===== src/core/gcp_pkg.sv =====
// gcp_pkg: shared constants for the graphics command poll control block
// assumes a 32-bit apb register bus and a 10 MHz system clock
package gcp_pkg;

    // apb byte offsets
    localparam logic [7:0] GCP_OPCODE_OFF = 8'h00;
    localparam logic [7:0] GCP_STATUS_OFF = 8'h04;
    localparam logic [7:0] GCP_IPTR_OFF = 8'h08;
    localparam logic [7:0] GCP_IMASK_OFF = 8'h0c;
    localparam logic [7:0] GCP_PMASK_OFF = 8'h10;
    localparam logic [7:0] GCP_CTRL_OFF = 8'h14;
    localparam logic [7:0] GCP_EVENT_OFF = 8'h18;
    localparam logic [7:0] GCP_EVMASK_OFF = 8'h1c;
    localparam logic [7:0] GCP_CMD_OFF = 8'h20;

    // command word layout
    localparam int GCP_EOL_BIT = 0;
    localparam int GCP_OPC_LSB = 8;
    localparam logic [7:0] GCP_OPC_LINK = 8'h02;
    localparam logic [7:0] GCP_OPC_NOP = 8'h00;
    localparam logic [7:0] GCP_OPC_MAX = 8'h3f;

    // status layout: poll, illegal opcode, then six exception bits
    localparam int GCP_ST_POLL = 0;
    localparam int GCP_ST_ILL = 1;
    localparam int GCP_ST_EXC_LSB = 2;
    localparam int GCP_ST_W = 8;
    localparam int GCP_EXC_W = 6;
    localparam int GCP_IPTR_W = 22;

    localparam logic [15:0] GCP_OPCODE_RST = 16'h0001;
    localparam logic [7:0] GCP_STATUS_RST = 8'h01;
    localparam logic [7:0] GCP_IMASK_RST = 8'hff;
    localparam logic [5:0] GCP_PMASK_RST = 6'h3f;

    // event bits
    localparam int GCP_EV_POLL = 0;
    localparam int GCP_EV_START = 1;
    localparam int GCP_EV_W = 2;

    // cycles a command takes to execute in this control model
    localparam int GCP_EXEC_NS = 400;
    localparam int GCP_CLK_NS = 100;
    localparam logic [3:0] GCP_EXEC_CYC = 4'((GCP_EXEC_NS + GCP_CLK_NS - 1) / GCP_CLK_NS);

    typedef enum logic [2:0] {
        GCP_POLL = 3'b001,
        GCP_EXEC = 3'b010,
        GCP_FETCH = 3'b100
    } gcp_state_e;

endpackage


===== src/core/gcp_irq.sv =====
// gcp_irq: sticky event flags, write-one-to-clear, mask and one level interrupt
// assumes event pulses and bus strobes on the same clock
module gcp_irq
    import gcp_pkg::*;
(
    // clock and reset
    input wire logic clk_sys_i,
    input wire logic nrst_i,
    // events and software access
    input wire logic [GCP_EV_W-1:0] event_i,
    input wire logic clear_we_i,
    input wire logic mask_we_i,
    input wire logic [GCP_EV_W-1:0] wdata_i,
    // state
    output logic [GCP_EV_W-1:0] flags_o,
    output logic [GCP_EV_W-1:0] mask_o,
    output logic irq_o
);
    logic [GCP_EV_W-1:0] flags_reg;
    logic [GCP_EV_W-1:0] flags_next;
    logic [GCP_EV_W-1:0] mask_reg;
    logic [GCP_EV_W-1:0] mask_next;

    always_comb
    begin
        // a new event wins over a clear in the same cycle
        flags_next = flags_reg;
        if (clear_we_i)
        begin
            flags_next = flags_reg & ~wdata_i;
        end
        flags_next = flags_next | event_i;
        mask_next = mask_we_i ? wdata_i : mask_reg;
    end

    always_ff @(posedge clk_sys_i or negedge nrst_i)
    begin
        if (!nrst_i)
        begin
            flags_reg <= '0;
            mask_reg <= '0;
        end
        else
        begin
            flags_reg <= flags_next;
            mask_reg <= mask_next;
        end
    end

    assign flags_o = flags_reg;
    assign mask_o = mask_reg;
    assign irq_o = |(flags_reg & mask_reg);
endmodule // gcp_irq


===== src/core/gcp_ctrl.sv =====
// gcp_ctrl: poll state, start/stop, software abort and reset setup of the command fetcher
// assumes an apb master on clk_sys_i and a command word source on the same clock
// Functional notes
// - reset halts execution and enters poll state
// - enter poll on list end, exception, abort, illegal
// - poll: no execution, report idle, watch flag
// - valid opcode with cleared flag starts engine
// - flag set on a word: skip, poll
// - nop with flag set halts the list
// - status or pointer write raises abort
// - abort finishes current command, then polls
// - reset sets the end-of-list flag
// - reset clears status except poll flag set
// - reset sets interrupt mask all ones
// - reset sets poll-on-exception mask all ones
// - reset clears pick mode
// - flag bit 0, opcode high byte, 7:1 zero
// - each poll entry sets end-of-list flag
// - restart clears status that caused poll
//
// Chosen here: the APB interface to the registers and the address map.
module gcp_ctrl
    import gcp_pkg::*;
(
    // clock and reset
    input wire logic clk_sys_i,
    input wire logic nrst_i,
    // apb slave
    input wire logic psel_i,
    input wire logic penable_i,
    input wire logic pwrite_i,
    input wire logic [7:0] paddr_i,
    input wire logic [31:0] pwdata_i,
    output logic [31:0] prdata_o,
    output logic pready_o,
    output logic pslverr_o,
    // exception sources, one-cycle pulses
    input wire logic [GCP_EXC_W-1:0] exception_i,
    // next fetched command word from the command block
    input wire logic cmd_valid_i,
    input wire logic [15:0] cmd_word_i,
    output logic cmd_ready_o,
    // engine state
    output logic busy_o,
    output logic idle_o,
    output logic exec_start_o,
    output logic [7:0] exec_opcode_o,
    output logic pick_mode_o,
    output logic irq_o
);
    ////////////////////////////////////////////////////////////////////////
    function automatic logic opc_legal(input logic [15:0] w);
        // low bits 7:1 must be zero and opcode must be known
        return (w[7:1] == 7'h00) && (w[15:GCP_OPC_LSB] <= GCP_OPC_MAX);
    endfunction

    gcp_state_e state_reg;
    gcp_state_e state_next;
    logic [15:0] opcode_reg;
    logic [15:0] opcode_next;
    logic [GCP_ST_W-1:0] status_reg;
    logic [GCP_ST_W-1:0] status_next;
    logic [GCP_IPTR_W-1:0] iptr_reg;
    logic [GCP_IPTR_W-1:0] iptr_next;
    logic [GCP_ST_W-1:0] imask_reg;
    logic [GCP_ST_W-1:0] imask_next;
    logic [GCP_EXC_W-1:0] pmask_reg;
    logic [GCP_EXC_W-1:0] pmask_next;
    logic pick_reg;
    logic pick_next;
    logic abort_reg;
    logic abort_next;
    logic [3:0] cnt_reg;
    logic [3:0] cnt_next;
    logic [7:0] cur_opc_reg;
    logic [7:0] cur_opc_next;
    logic start_reg;
    logic start_next;
    logic [31:0] rdata_reg;
    logic [31:0] rdata_next;

    logic wr;
    logic rd;
    logic wr_opcode;
    logic exc_poll;
    logic enter_poll;
    logic leave_poll;
    logic [GCP_EV_W-1:0] ev;
    logic [GCP_EV_W-1:0] ev_flags;
    logic [GCP_EV_W-1:0] ev_mask;
    logic ev_irq;

    ////////////////////////////////////////////////////////////////////////
    // apb: zero wait state, every access answered in its access phase
    assign wr = psel_i && penable_i && pwrite_i;
    assign rd = psel_i && penable_i && !pwrite_i;
    assign pready_o = 1'b1;
    assign pslverr_o = 1'b0;
    assign wr_opcode = wr && (paddr_i == GCP_OPCODE_OFF);

    // an exception forces poll only where its poll mask bit is zero
    assign exc_poll = |(status_reg[GCP_ST_EXC_LSB +: GCP_EXC_W] & ~pmask_reg);

    always_comb
    begin
        state_next = state_reg;
        opcode_next = opcode_reg;
        status_next = status_reg;
        iptr_next = iptr_reg;
        imask_next = imask_reg;
        pmask_next = pmask_reg;
        pick_next = pick_reg;
        abort_next = abort_reg;
        cnt_next = cnt_reg;
        cur_opc_next = cur_opc_reg;
        start_next = 1'b0;
        enter_poll = 1'b0;
        leave_poll = 1'b0;

        // exceptions latch into status
        status_next[GCP_ST_EXC_LSB +: GCP_EXC_W] =
            status_reg[GCP_ST_EXC_LSB +: GCP_EXC_W] | exception_i;

        // register writes
        if (wr)
        begin
            unique case (paddr_i)
                GCP_OPCODE_OFF: opcode_next = pwdata_i[15:0];
                GCP_STATUS_OFF: status_next = pwdata_i[GCP_ST_W-1:0];
                GCP_IPTR_OFF: iptr_next = pwdata_i[GCP_IPTR_W-1:0];
                GCP_IMASK_OFF: imask_next = pwdata_i[GCP_ST_W-1:0];
                GCP_PMASK_OFF: pmask_next = pwdata_i[GCP_EXC_W-1:0];
                GCP_CTRL_OFF: pick_next = pwdata_i[0];
                default: ;
            endcase
        end
        // an exception in the cycle of a status write must not be lost
        status_next[GCP_ST_EXC_LSB +: GCP_EXC_W] =
            status_next[GCP_ST_EXC_LSB +: GCP_EXC_W] | exception_i;
        // a write to status or pointer aborts, ignored when idle
        if (wr && (paddr_i == GCP_STATUS_OFF || paddr_i == GCP_IPTR_OFF)
            && state_reg != GCP_POLL)
        begin
            abort_next = 1'b1;
        end

        unique case (state_reg)
            GCP_POLL:
            begin
                // continuous watch of the flag; start needs a legal word
                if (wr_opcode && !pwdata_i[GCP_EOL_BIT] && opc_legal(pwdata_i[15:0]))
                begin
                    leave_poll = 1'b1;
                    cur_opc_next = pwdata_i[15:GCP_OPC_LSB];
                    start_next = 1'b1;
                    cnt_next = GCP_EXEC_CYC;
                    state_next = GCP_EXEC;
                    // clear the causes of the poll state
                    status_next = '0;
                    status_next[GCP_ST_EXC_LSB +: GCP_EXC_W] = exception_i;
                end
                else if (wr_opcode && !pwdata_i[GCP_EOL_BIT])
                begin
                    status_next[GCP_ST_ILL] = 1'b1;
                    enter_poll = 1'b1;
                end
            end
            GCP_EXEC:
            begin
                cnt_next = cnt_reg - 4'h1;
                if (cnt_reg == 4'h1)
                begin
                    // command done; an abort stops here before the next one
                    if (abort_reg || exc_poll || status_reg[GCP_ST_ILL])
                    begin
                        enter_poll = 1'b1;
                    end
                    else
                    begin
                        state_next = GCP_FETCH;
                    end
                end
            end
            GCP_FETCH:
            begin
                if (abort_reg || exc_poll || status_reg[GCP_ST_ILL])
                begin
                    enter_poll = 1'b1;
                end
                else if (cmd_valid_i)
                begin
                    if (cmd_word_i[GCP_EOL_BIT])
                    begin
                        enter_poll = 1'b1;
                    end
                    else if (!opc_legal(cmd_word_i))
                    begin
                        status_next[GCP_ST_ILL] = 1'b1;
                        enter_poll = 1'b1;
                    end
                    else
                    begin
                        cur_opc_next = cmd_word_i[15:GCP_OPC_LSB];
                        start_next = 1'b1;
                        cnt_next = GCP_EXEC_CYC;
                        state_next = GCP_EXEC;
                    end
                end
            end
            default: enter_poll = 1'b1;
        endcase

        if (enter_poll)
        begin
            state_next = GCP_POLL;
            abort_next = 1'b0;
            opcode_next[GCP_EOL_BIT] = 1'b1;
            status_next[GCP_ST_POLL] = 1'b1;
        end
        if (leave_poll)
        begin
            abort_next = 1'b0;
        end
    end

    // read mux; unmapped offsets read zero
    always_comb
    begin
        rdata_next = rdata_reg;
        if (psel_i && !penable_i && !pwrite_i)
        begin
            unique case (paddr_i)
                GCP_OPCODE_OFF: rdata_next = {16'h0000, opcode_reg};
                GCP_STATUS_OFF: rdata_next = {24'h000000, status_reg};
                GCP_IPTR_OFF: rdata_next = {10'h000, iptr_reg};
                GCP_IMASK_OFF: rdata_next = {24'h000000, imask_reg};
                GCP_PMASK_OFF: rdata_next = {26'h0000000, pmask_reg};
                GCP_CTRL_OFF: rdata_next = {31'h00000000, pick_reg};
                GCP_EVENT_OFF: rdata_next = {30'h00000000, ev_flags};
                GCP_EVMASK_OFF: rdata_next = {30'h00000000, ev_mask};
                GCP_CMD_OFF: rdata_next = {24'h000000, cur_opc_reg};
                default: rdata_next = 32'h00000000;
            endcase
        end
    end

    ////////////////////////////////////////////////////////////////////////
    always_ff @(posedge clk_sys_i or negedge nrst_i)
    begin
        if (!nrst_i)
        begin
            state_reg <= GCP_POLL;
            opcode_reg <= GCP_OPCODE_RST;
            status_reg <= GCP_STATUS_RST;
            iptr_reg <= '0;
            imask_reg <= GCP_IMASK_RST;
            pmask_reg <= GCP_PMASK_RST;
            pick_reg <= 1'b0;
            abort_reg <= 1'b0;
            cnt_reg <= 4'h0;
            cur_opc_reg <= 8'h00;
            start_reg <= 1'b0;
            rdata_reg <= 32'h00000000;
        end
        else
        begin
            state_reg <= state_next;
            opcode_reg <= opcode_next;
            status_reg <= status_next;
            iptr_reg <= iptr_next;
            imask_reg <= imask_next;
            pmask_reg <= pmask_next;
            pick_reg <= pick_next;
            abort_reg <= abort_next;
            cnt_reg <= cnt_next;
            cur_opc_reg <= cur_opc_next;
            start_reg <= start_next;
            rdata_reg <= rdata_next;
        end
    end

    ////////////////////////////////////////////////////////////////////////
    // interrupt: poll entry and start events
    assign ev[GCP_EV_POLL] = enter_poll && state_reg != GCP_POLL;
    assign ev[GCP_EV_START] = leave_poll;

    gcp_irq u_irq
    (
        .clk_sys_i(clk_sys_i),
        .nrst_i(nrst_i),
        .event_i(ev),
        .clear_we_i(wr && paddr_i == GCP_EVENT_OFF),
        .mask_we_i(wr && paddr_i == GCP_EVMASK_OFF),
        .wdata_i(pwdata_i[GCP_EV_W-1:0]),
        .flags_o(ev_flags),
        .mask_o(ev_mask),
        .irq_o(ev_irq)
    );

    assign prdata_o = rdata_reg;
    assign cmd_ready_o = (state_reg == GCP_FETCH) && !abort_reg;
    assign busy_o = state_reg != GCP_POLL;
    assign idle_o = state_reg == GCP_POLL;
    assign exec_start_o = start_reg;
    assign exec_opcode_o = cur_opc_reg;
    assign pick_mode_o = pick_reg;
    assign irq_o = ev_irq;
endmodule // gcp_ctrl


===== config.mk =====
export PLATFORM = sky130hd
export DESIGN_NAME = gcp_ctrl
export DESIGN_NICKNAME = d
export VERILOG_FILES = /design/src/core/gcp_pkg.sv /design/src/core/gcp_irq.sv /design/src/core/gcp_ctrl.sv
export SDC_FILE = /design/constraint.sdc
export NUM_CORES = 1
export LEC_CHECK = 0
export BUFFER_PORTS_ARGS = -buffer_cell sky130_fd_sc_hd__buf_2
export CAP_MARGIN = 10
export CORE_MARGIN = 2
export CORE_UTILIZATION = 60
export CTS_BUF_LIST = sky130_fd_sc_hd__clkbuf_2
export DETAILED_ROUTE_END_ITERATION = 16
export PLACE_DENSITY_LB_ADDON = 0.1
export SYNTH_ARGS = -nofsm -noshare
export SYNTH_HDL_FRONTEND = slang
export SYNTH_SLANG_ARGS = --single-unit

===== constraint.sdc =====
create_clock -name clk_sys_i -period 6.2 [get_ports clk_sys_i]
set_input_delay 0.31 -clock clk_sys_i [delete_from_list [all_inputs] [get_ports clk_sys_i]]
set_output_delay 0.31 -clock clk_sys_i [all_outputs]
set_load 0.05 [all_outputs]

* After elaboration in Yosys (flattened, before gate mapping) *
Index checks and enable logic that the tools add are counted.

storage, ports and cells
  output and inout bits = 48
  register bits after elaboration = 114
  logic and storage cells = 152
  input bits = 68

cells by class
  add/sub/neg operators = 1
  bitwise logic cells = 8
  reductions and logical operators = 42
  $lt $le $gt $ge = 2
  multiplexer cells = 59
  eq/ne operators = 25

operators by type and width
  kind                                                                   count
  22-bit case mux with 9 select lines                                    1
  8-bit two-way mux                                                      7
  8-bit by 5-bit equality test with 1-bit output, second input constant  4
  1-bit two-way mux                                                      29
  3-bit two-way mux                                                      8
  4-bit two-way mux                                                      5
  3-bit != test, second input constant                                   6
  8-bit by 4-bit equality test with 1-bit output, second input constant  2
  8-bit by 6-bit <= comparator with 1-bit output, second input constant  2
  8-bit case mux with 2 select lines                                     1
  1-bit logical AND                                                      15
  7-bit logical NOT                                                      2
  6-bit two-way mux                                                      2
  6-bit OR                                                               2
  4-bit case mux with 3 select lines                                     1
  2-bit AND reduction                                                    6
  6-bit AND reduction                                                    2
  3-bit case mux with 3 select lines                                     1
  8-bit by 3-bit equality test with 1-bit output, second input constant  1
  8-bit by 6-bit equality test with 1-bit output, second input constant  1
  8-bit logical NOT                                                      1
  2-bit != test, second input constant                                   4
  8-bit AND reduction                                                    1
  6-bit AND                                                              1
  21 further kinds                                                       32

* Logic depth before layout (Yosys ltp) *
  depth after elaboration = 10
  depth in mapped cells = 8
  depth with buffers taken out = 7

* By module *
A second synthesis with hierarchy kept.

unflattened totals
  cells, all modules = 421
  area, all modules = 4929.7 um2

modules (own cells, without submodules)
  module    cells each  instances  area each (um2)  seq. area each (um2)
  gcp_ctrl  410         1          4768.3           2523.7
  gcp_irq   11          1          161.4            100.1

* Worst setup path after synthesis *
OpenSTA, ideal clock, no wires.

  path kind = reg-to-reg
  from = register state_reg[0]
  to = register abort_reg
  buffers on the path = 1
  stages on the path, launching flop included = 7
  path slack = 3.748 ns
  library setup time = 0.066 ns
  arrival time = 2.386 ns
  required time = 6.134 ns
  period minus slack after synthesis = 2.452 ns
  path through = dfstp_2 clkbuf_1 nand2_1 inv_1 nor2_1 nor4_1 o211a_1

on the way
  elaborated cells between the ends (all ways) = 10
  classes of those cells = eq/ne (4); mux (4); reduce/logical (2)

RTL lines
  what                                      RTL line         RTL
  start, declared                           gcp_ctrl.sv:57   gcp_state_e state_reg;
  start signal, assigned                    gcp_ctrl.sv:267  state_reg <= state_next;
  3-bit by 1-bit != test with 1-bit output  n/a
  via busy_o                                gcp_ctrl.sv:44   output logic busy_o,
  1-bit logical AND                         gcp_ctrl.sv:142  && state_reg != GCP_POLL)
  3-bit nonzero test (no line)              n/a
  end signal, assigned                      gcp_ctrl.sv:274  abort_reg <= abort_next;
  end, declared                             gcp_ctrl.sv:71   logic abort_reg;

The timed path passes the listed nets, and every way through them passes these cells.
A chain may end at the register's enable or synchronous reset.

* Worst setup path in the final report *
  from = input port paddr_i[2]
  to = register iptr_reg[20]

on the way
  word-level cells in the longest chain between the ends = 2

ends and longest elaborated chain
  what                                            RTL line         RTL
  start, declared                                 gcp_ctrl.sv:32   input wire logic [7:0] paddr_i,
  8-bit by 4-bit equality test with 1-bit output  gcp_ctrl.sv:127  unique case (paddr_i)
  2-bit AND reduction (no line)                   n/a
  end signal, assigned                            gcp_ctrl.sv:270  iptr_reg <= iptr_next;
  end, declared                                   gcp_ctrl.sv:63   logic [GCP_IPTR_W-1:0] iptr_reg;

Every way passes these cells.

==> impl_metrics.py <==
metrics = {
    "status": {
        "status": "completed",
    },
    "synthesis": {
        "synth_cell_type_count": 59,
        "synth_common_cells": "87 x dfrtp_1, 65 x nand2_1, 35 x mux2_2, 23 x o21ai_0, 21 x a22oi_1",
        "synth.most_common_cell": "dfrtp_1",
        "synth_xor_xnor_area_share": 0,
        "synth_mux_area_frac": 0.154,
        "synth_top_family_by_area": "multiplexers",
        "yosysTopAreaCell": "dfrtp_1",
        "synth_fa_ha_area_frac": 0.00489,
        "seq_area_frac_synth": 0.512,
        "ys_top_cells_by_area": "dfrtp_1 43%, dfstp_2 8.7%, mux2_2 7.7%, nand2_1 4.8%, mux2_1 4.0%",
        "synth_compound_area_frac": 0.136,
        "syn_area_per_cell_um2": 11.1,
        "synth-seq-cells": 104,
        "synth_area_um2": 5120,
        "async_flop_share": 1.00,
        "synth_simple_gate_area_frac": 0.147,
        "syn_inst": 463,
        "synth_enable_flop_cells": 0,
        "synth_top_cell_area_share": 0.425,
        "synth-main-ff-cell": "dfrtp_1",
        "yosysWarningCount": 0,
    },
    "detailed_routing": {
        "wirelength_um": 12500,
        "drt_iter0_drc": 289,
        "drtPass1Iterations": 5,
        "viasPerCell": 6.01,
        "antenna_left": 0,
        "wl_per_cell_um": 18.5,
        "vias": 4075,
        "route.detailed.drc": 0,
    },
    "final_layout": {
        "num-fill-cells": 606,
        "stdcell_count": 678,
        "n_antenna_cell": 0,
        "layout-drive-gt1-share": 0.316,
        "syn_to_final_growth_pct": 16.0,
        "post-route-util": 0.720,
        "nets": 638,
    },
    "global_routing": {
        "grt_pass1_vias": 3865,
        "met1_usage": 0.385,
        "grt_max_degree": 55,
        "track_usage": 0.280,
        "grt_pass1_wl_um": 19400,
        "grt_overflow": 0,
        "met2_usage": 0.457,
        "top_usage_layer": "met2",
        "grt_use_met3": 0.0357,
        "antenna_found_initial": 0,
    },
    "placement": {
        "gp_congestion": 0.890,
        "io_buffers": 93,
        "dp_worst_setup_slack_ps": 2830,
        "dp_hpwl_um": 8820,
        "dp.cells": 640,
    },
    "clock_network": {
        "htreeDepth": 3,
        "clockBufferDepth": 2,
        "cts_sinks": 104,
        "cts_tree": "yes",
        "clock_latency_ps": 570,
        "root_buffer": "clkbuf_2",
        "ctsResizeCount": 0,
        "numCtsBuffers": 9,
        "cts.clk_slew.worst_paths_ps": 280,
    },
    "min_path": {
        "hold_class": "in2reg",
    },
    "pwr": {
        "power.density_nw_per_um2": 202,
        "p_int_uw": 842,
        "clock_power_share": 0.278,
        "power_switching_uw": 361,
        "finalPower_uw": 1200,
        "seqPwrFrac": 0.585,
        "p_leak_uw": 0.00305,
        "switching_share": 0.300,
        "vdd_ir_drop_max_uv": 157,
        "combPwrFrac": 0.137,
    },
    "floorplanning": {
        "die_h_um": 96.4,
        "initial_core_util": 0.620,
        "dieWidth_um": 96.4,
        "rows": 33,
        "io_pins": 116,
        "coreArea_um2": 8260,
        "die_area_um2": 9290,
    },
    "timing": {
        "finClkSkew_ps": 42.3,
        "rsz0062_at_grt": "no",
        "fin_tns_setup_ps": 0,
        "worst_slew_pin_slew_ps": 938,
        "fin_crit_ps": 2810,
        "timing.final.ws_setup_ps": 3390,
        "relSlewSlack": 0.370,
        "setup_viol": 0,
        "finalHoldViolCount": 0,
        "fmax_mhz": 356,
        "slew_violations": 0,
        "period_share": 0.454,
    },
    "worst_setup_path": {
        "end_kind": "flop",
        "crit_path_max_fanout": 23,
        "crit_chain": "buf_2, nor4b_2, and2_1, nand2_2, mux2_1",
        "worstPathRequired_ps": 6650,
        "arrival_ps": 3270,
        "crit_type": "in2reg",
        "cp-start-kind": "input pin",
        "crit_slowest_cell": "and2_1",
        "max_stage_delay_ps": 860,
    },
    "run": {
        "drv_cap": 0,
    },
}
worst max-delay path, delay by kind of cell:
family	cells	cell delay, ps
AND/OR/NAND/NOR	3	2290
multiplexers	1	490
buffers and inverters	1	170
through the flow:
| stage | hold slack [ps] | instance area [µm²] |
|---|---|---|
| 4_1_cts | 6.64 | 5920 |
| 2_1_floorplan | 14.4 | 5160 |
| 3_3_place_gp | 385 | 5600 |
| 5_1_grt | 2.46 | 5940 |
| 3_5_place_dp | 392 | 5600 |
| 6_report | 31.2 | 5940 |
per-layer routing:
| layer | wire length [µm] | up-vias |
|---|---|---|
| li1 | - | 1866 |
| met1 | 5330 | 2000 |
| met3 | 896 | 25 |
| met2 | 6000 | 184 |
| met5 | 0 | - |
| met4 | 306 | 0 |
power groups by stage:
stage	logic [µW]	clock network (µW)	registers (µW)
floorplan	104	0	707
global placement	152	0	713
detailed placement	153	0	714
CTS	163	339	704
global route	179	368	706
finish	165	334	703
repair_timing:
action	CTS	global route
hold endpoints to repair	73	4
hold buffers	20	2
setup buffers	0	0
layout make-up:
type                            instances  area, µm²  share of cell area
Inverter                               11       41.3             0.00695
Clock inverter                          7       76.3              0.0128
Multi-Input combinational cell        323       2310               0.388
Tap cell                              105        131              0.0221
Timing Repair Buffer                  119        718               0.121
Clock buffer                            9       45.0             0.00758
Sequential cell                       104       2620               0.442
cell usage in the layout (no fill, tap or decap), types with 3 or more instances in the layout:
| cell type | n |
|---|---|
| buf_2 | 92 |
| o22ai_1 | 4 |
| a22oi_1 | 21 |
| dfrtp_1 | 87 |
| o21ai_0 | 23 |
| o21ai_1 | 4 |
| nand2b_1 | 5 |
| and2_1 | 4 |
| inv_6 | 4 |
| mux2_4 | 6 |
| buf_4 | 5 |
| dlygate4sd3_1 | 22 |
| clkbuf_2 | 9 |
| and3_1 | 6 |
| dfstp_2 | 17 |
| a21oi_1 | 4 |
| nor3_1 | 9 |
| nand2_1 | 65 |
| mux2_2 | 35 |
| conb_1 | 12 |
| nor4_1 | 6 |
| a222oi_1 | 4 |
| o211a_1 | 4 |
| inv_1 | 11 |
| mux2_1 | 18 |
| mux2i_1 | 10 |
| a21o_1 | 3 |
| a211oi_1 | 3 |
| o21bai_1 | 7 |
| or3_1 | 4 |
| a31oi_1 | 6 |
| nor2_1 | 14 |
| nand3_1 | 8 |
worst paths after layout:
path                            cells after the start  slack [ps]                      endpoint                      from
worst max-delay path                                5        3390      iptr_reg[20]$_DFFE_PN0P_                paddr_i[2]
worst min-delay path                                2          30       iptr_reg[3]$_DFFE_PN0P_               pwdata_i[3]
max in group asynchronous                           3        4790      imask_reg[5]$_DFFE_PN1P_                    nrst_i
worst max register to register                      5        3470  exec_opcode_o[4]$_DFFE_PN0P_  pmask_reg[1]$_DFFE_PN1P_
worst min register to register                      2         510      imask_reg[1]$_DFFE_PN1P_  imask_reg[1]$_DFFE_PN1P_
min in group asynchronous                           2         250      prdata_o[16]$_DFFE_PN0P_                    nrst_i
logic make-up (layout without fill, tap and decap cells):
family / Yosys count / count (layout)
muxes: 69 / 69
buffers and inverters: 46 / 146
and+or+nand+nor: 143 / 143
other: 2 / 12
adders and majority gates: 2 / 2
DFF: 104 / 104
AOI/OAI and AO/OA: 97 / 97
No activity file was read; power rests on OpenSTA's default activity.
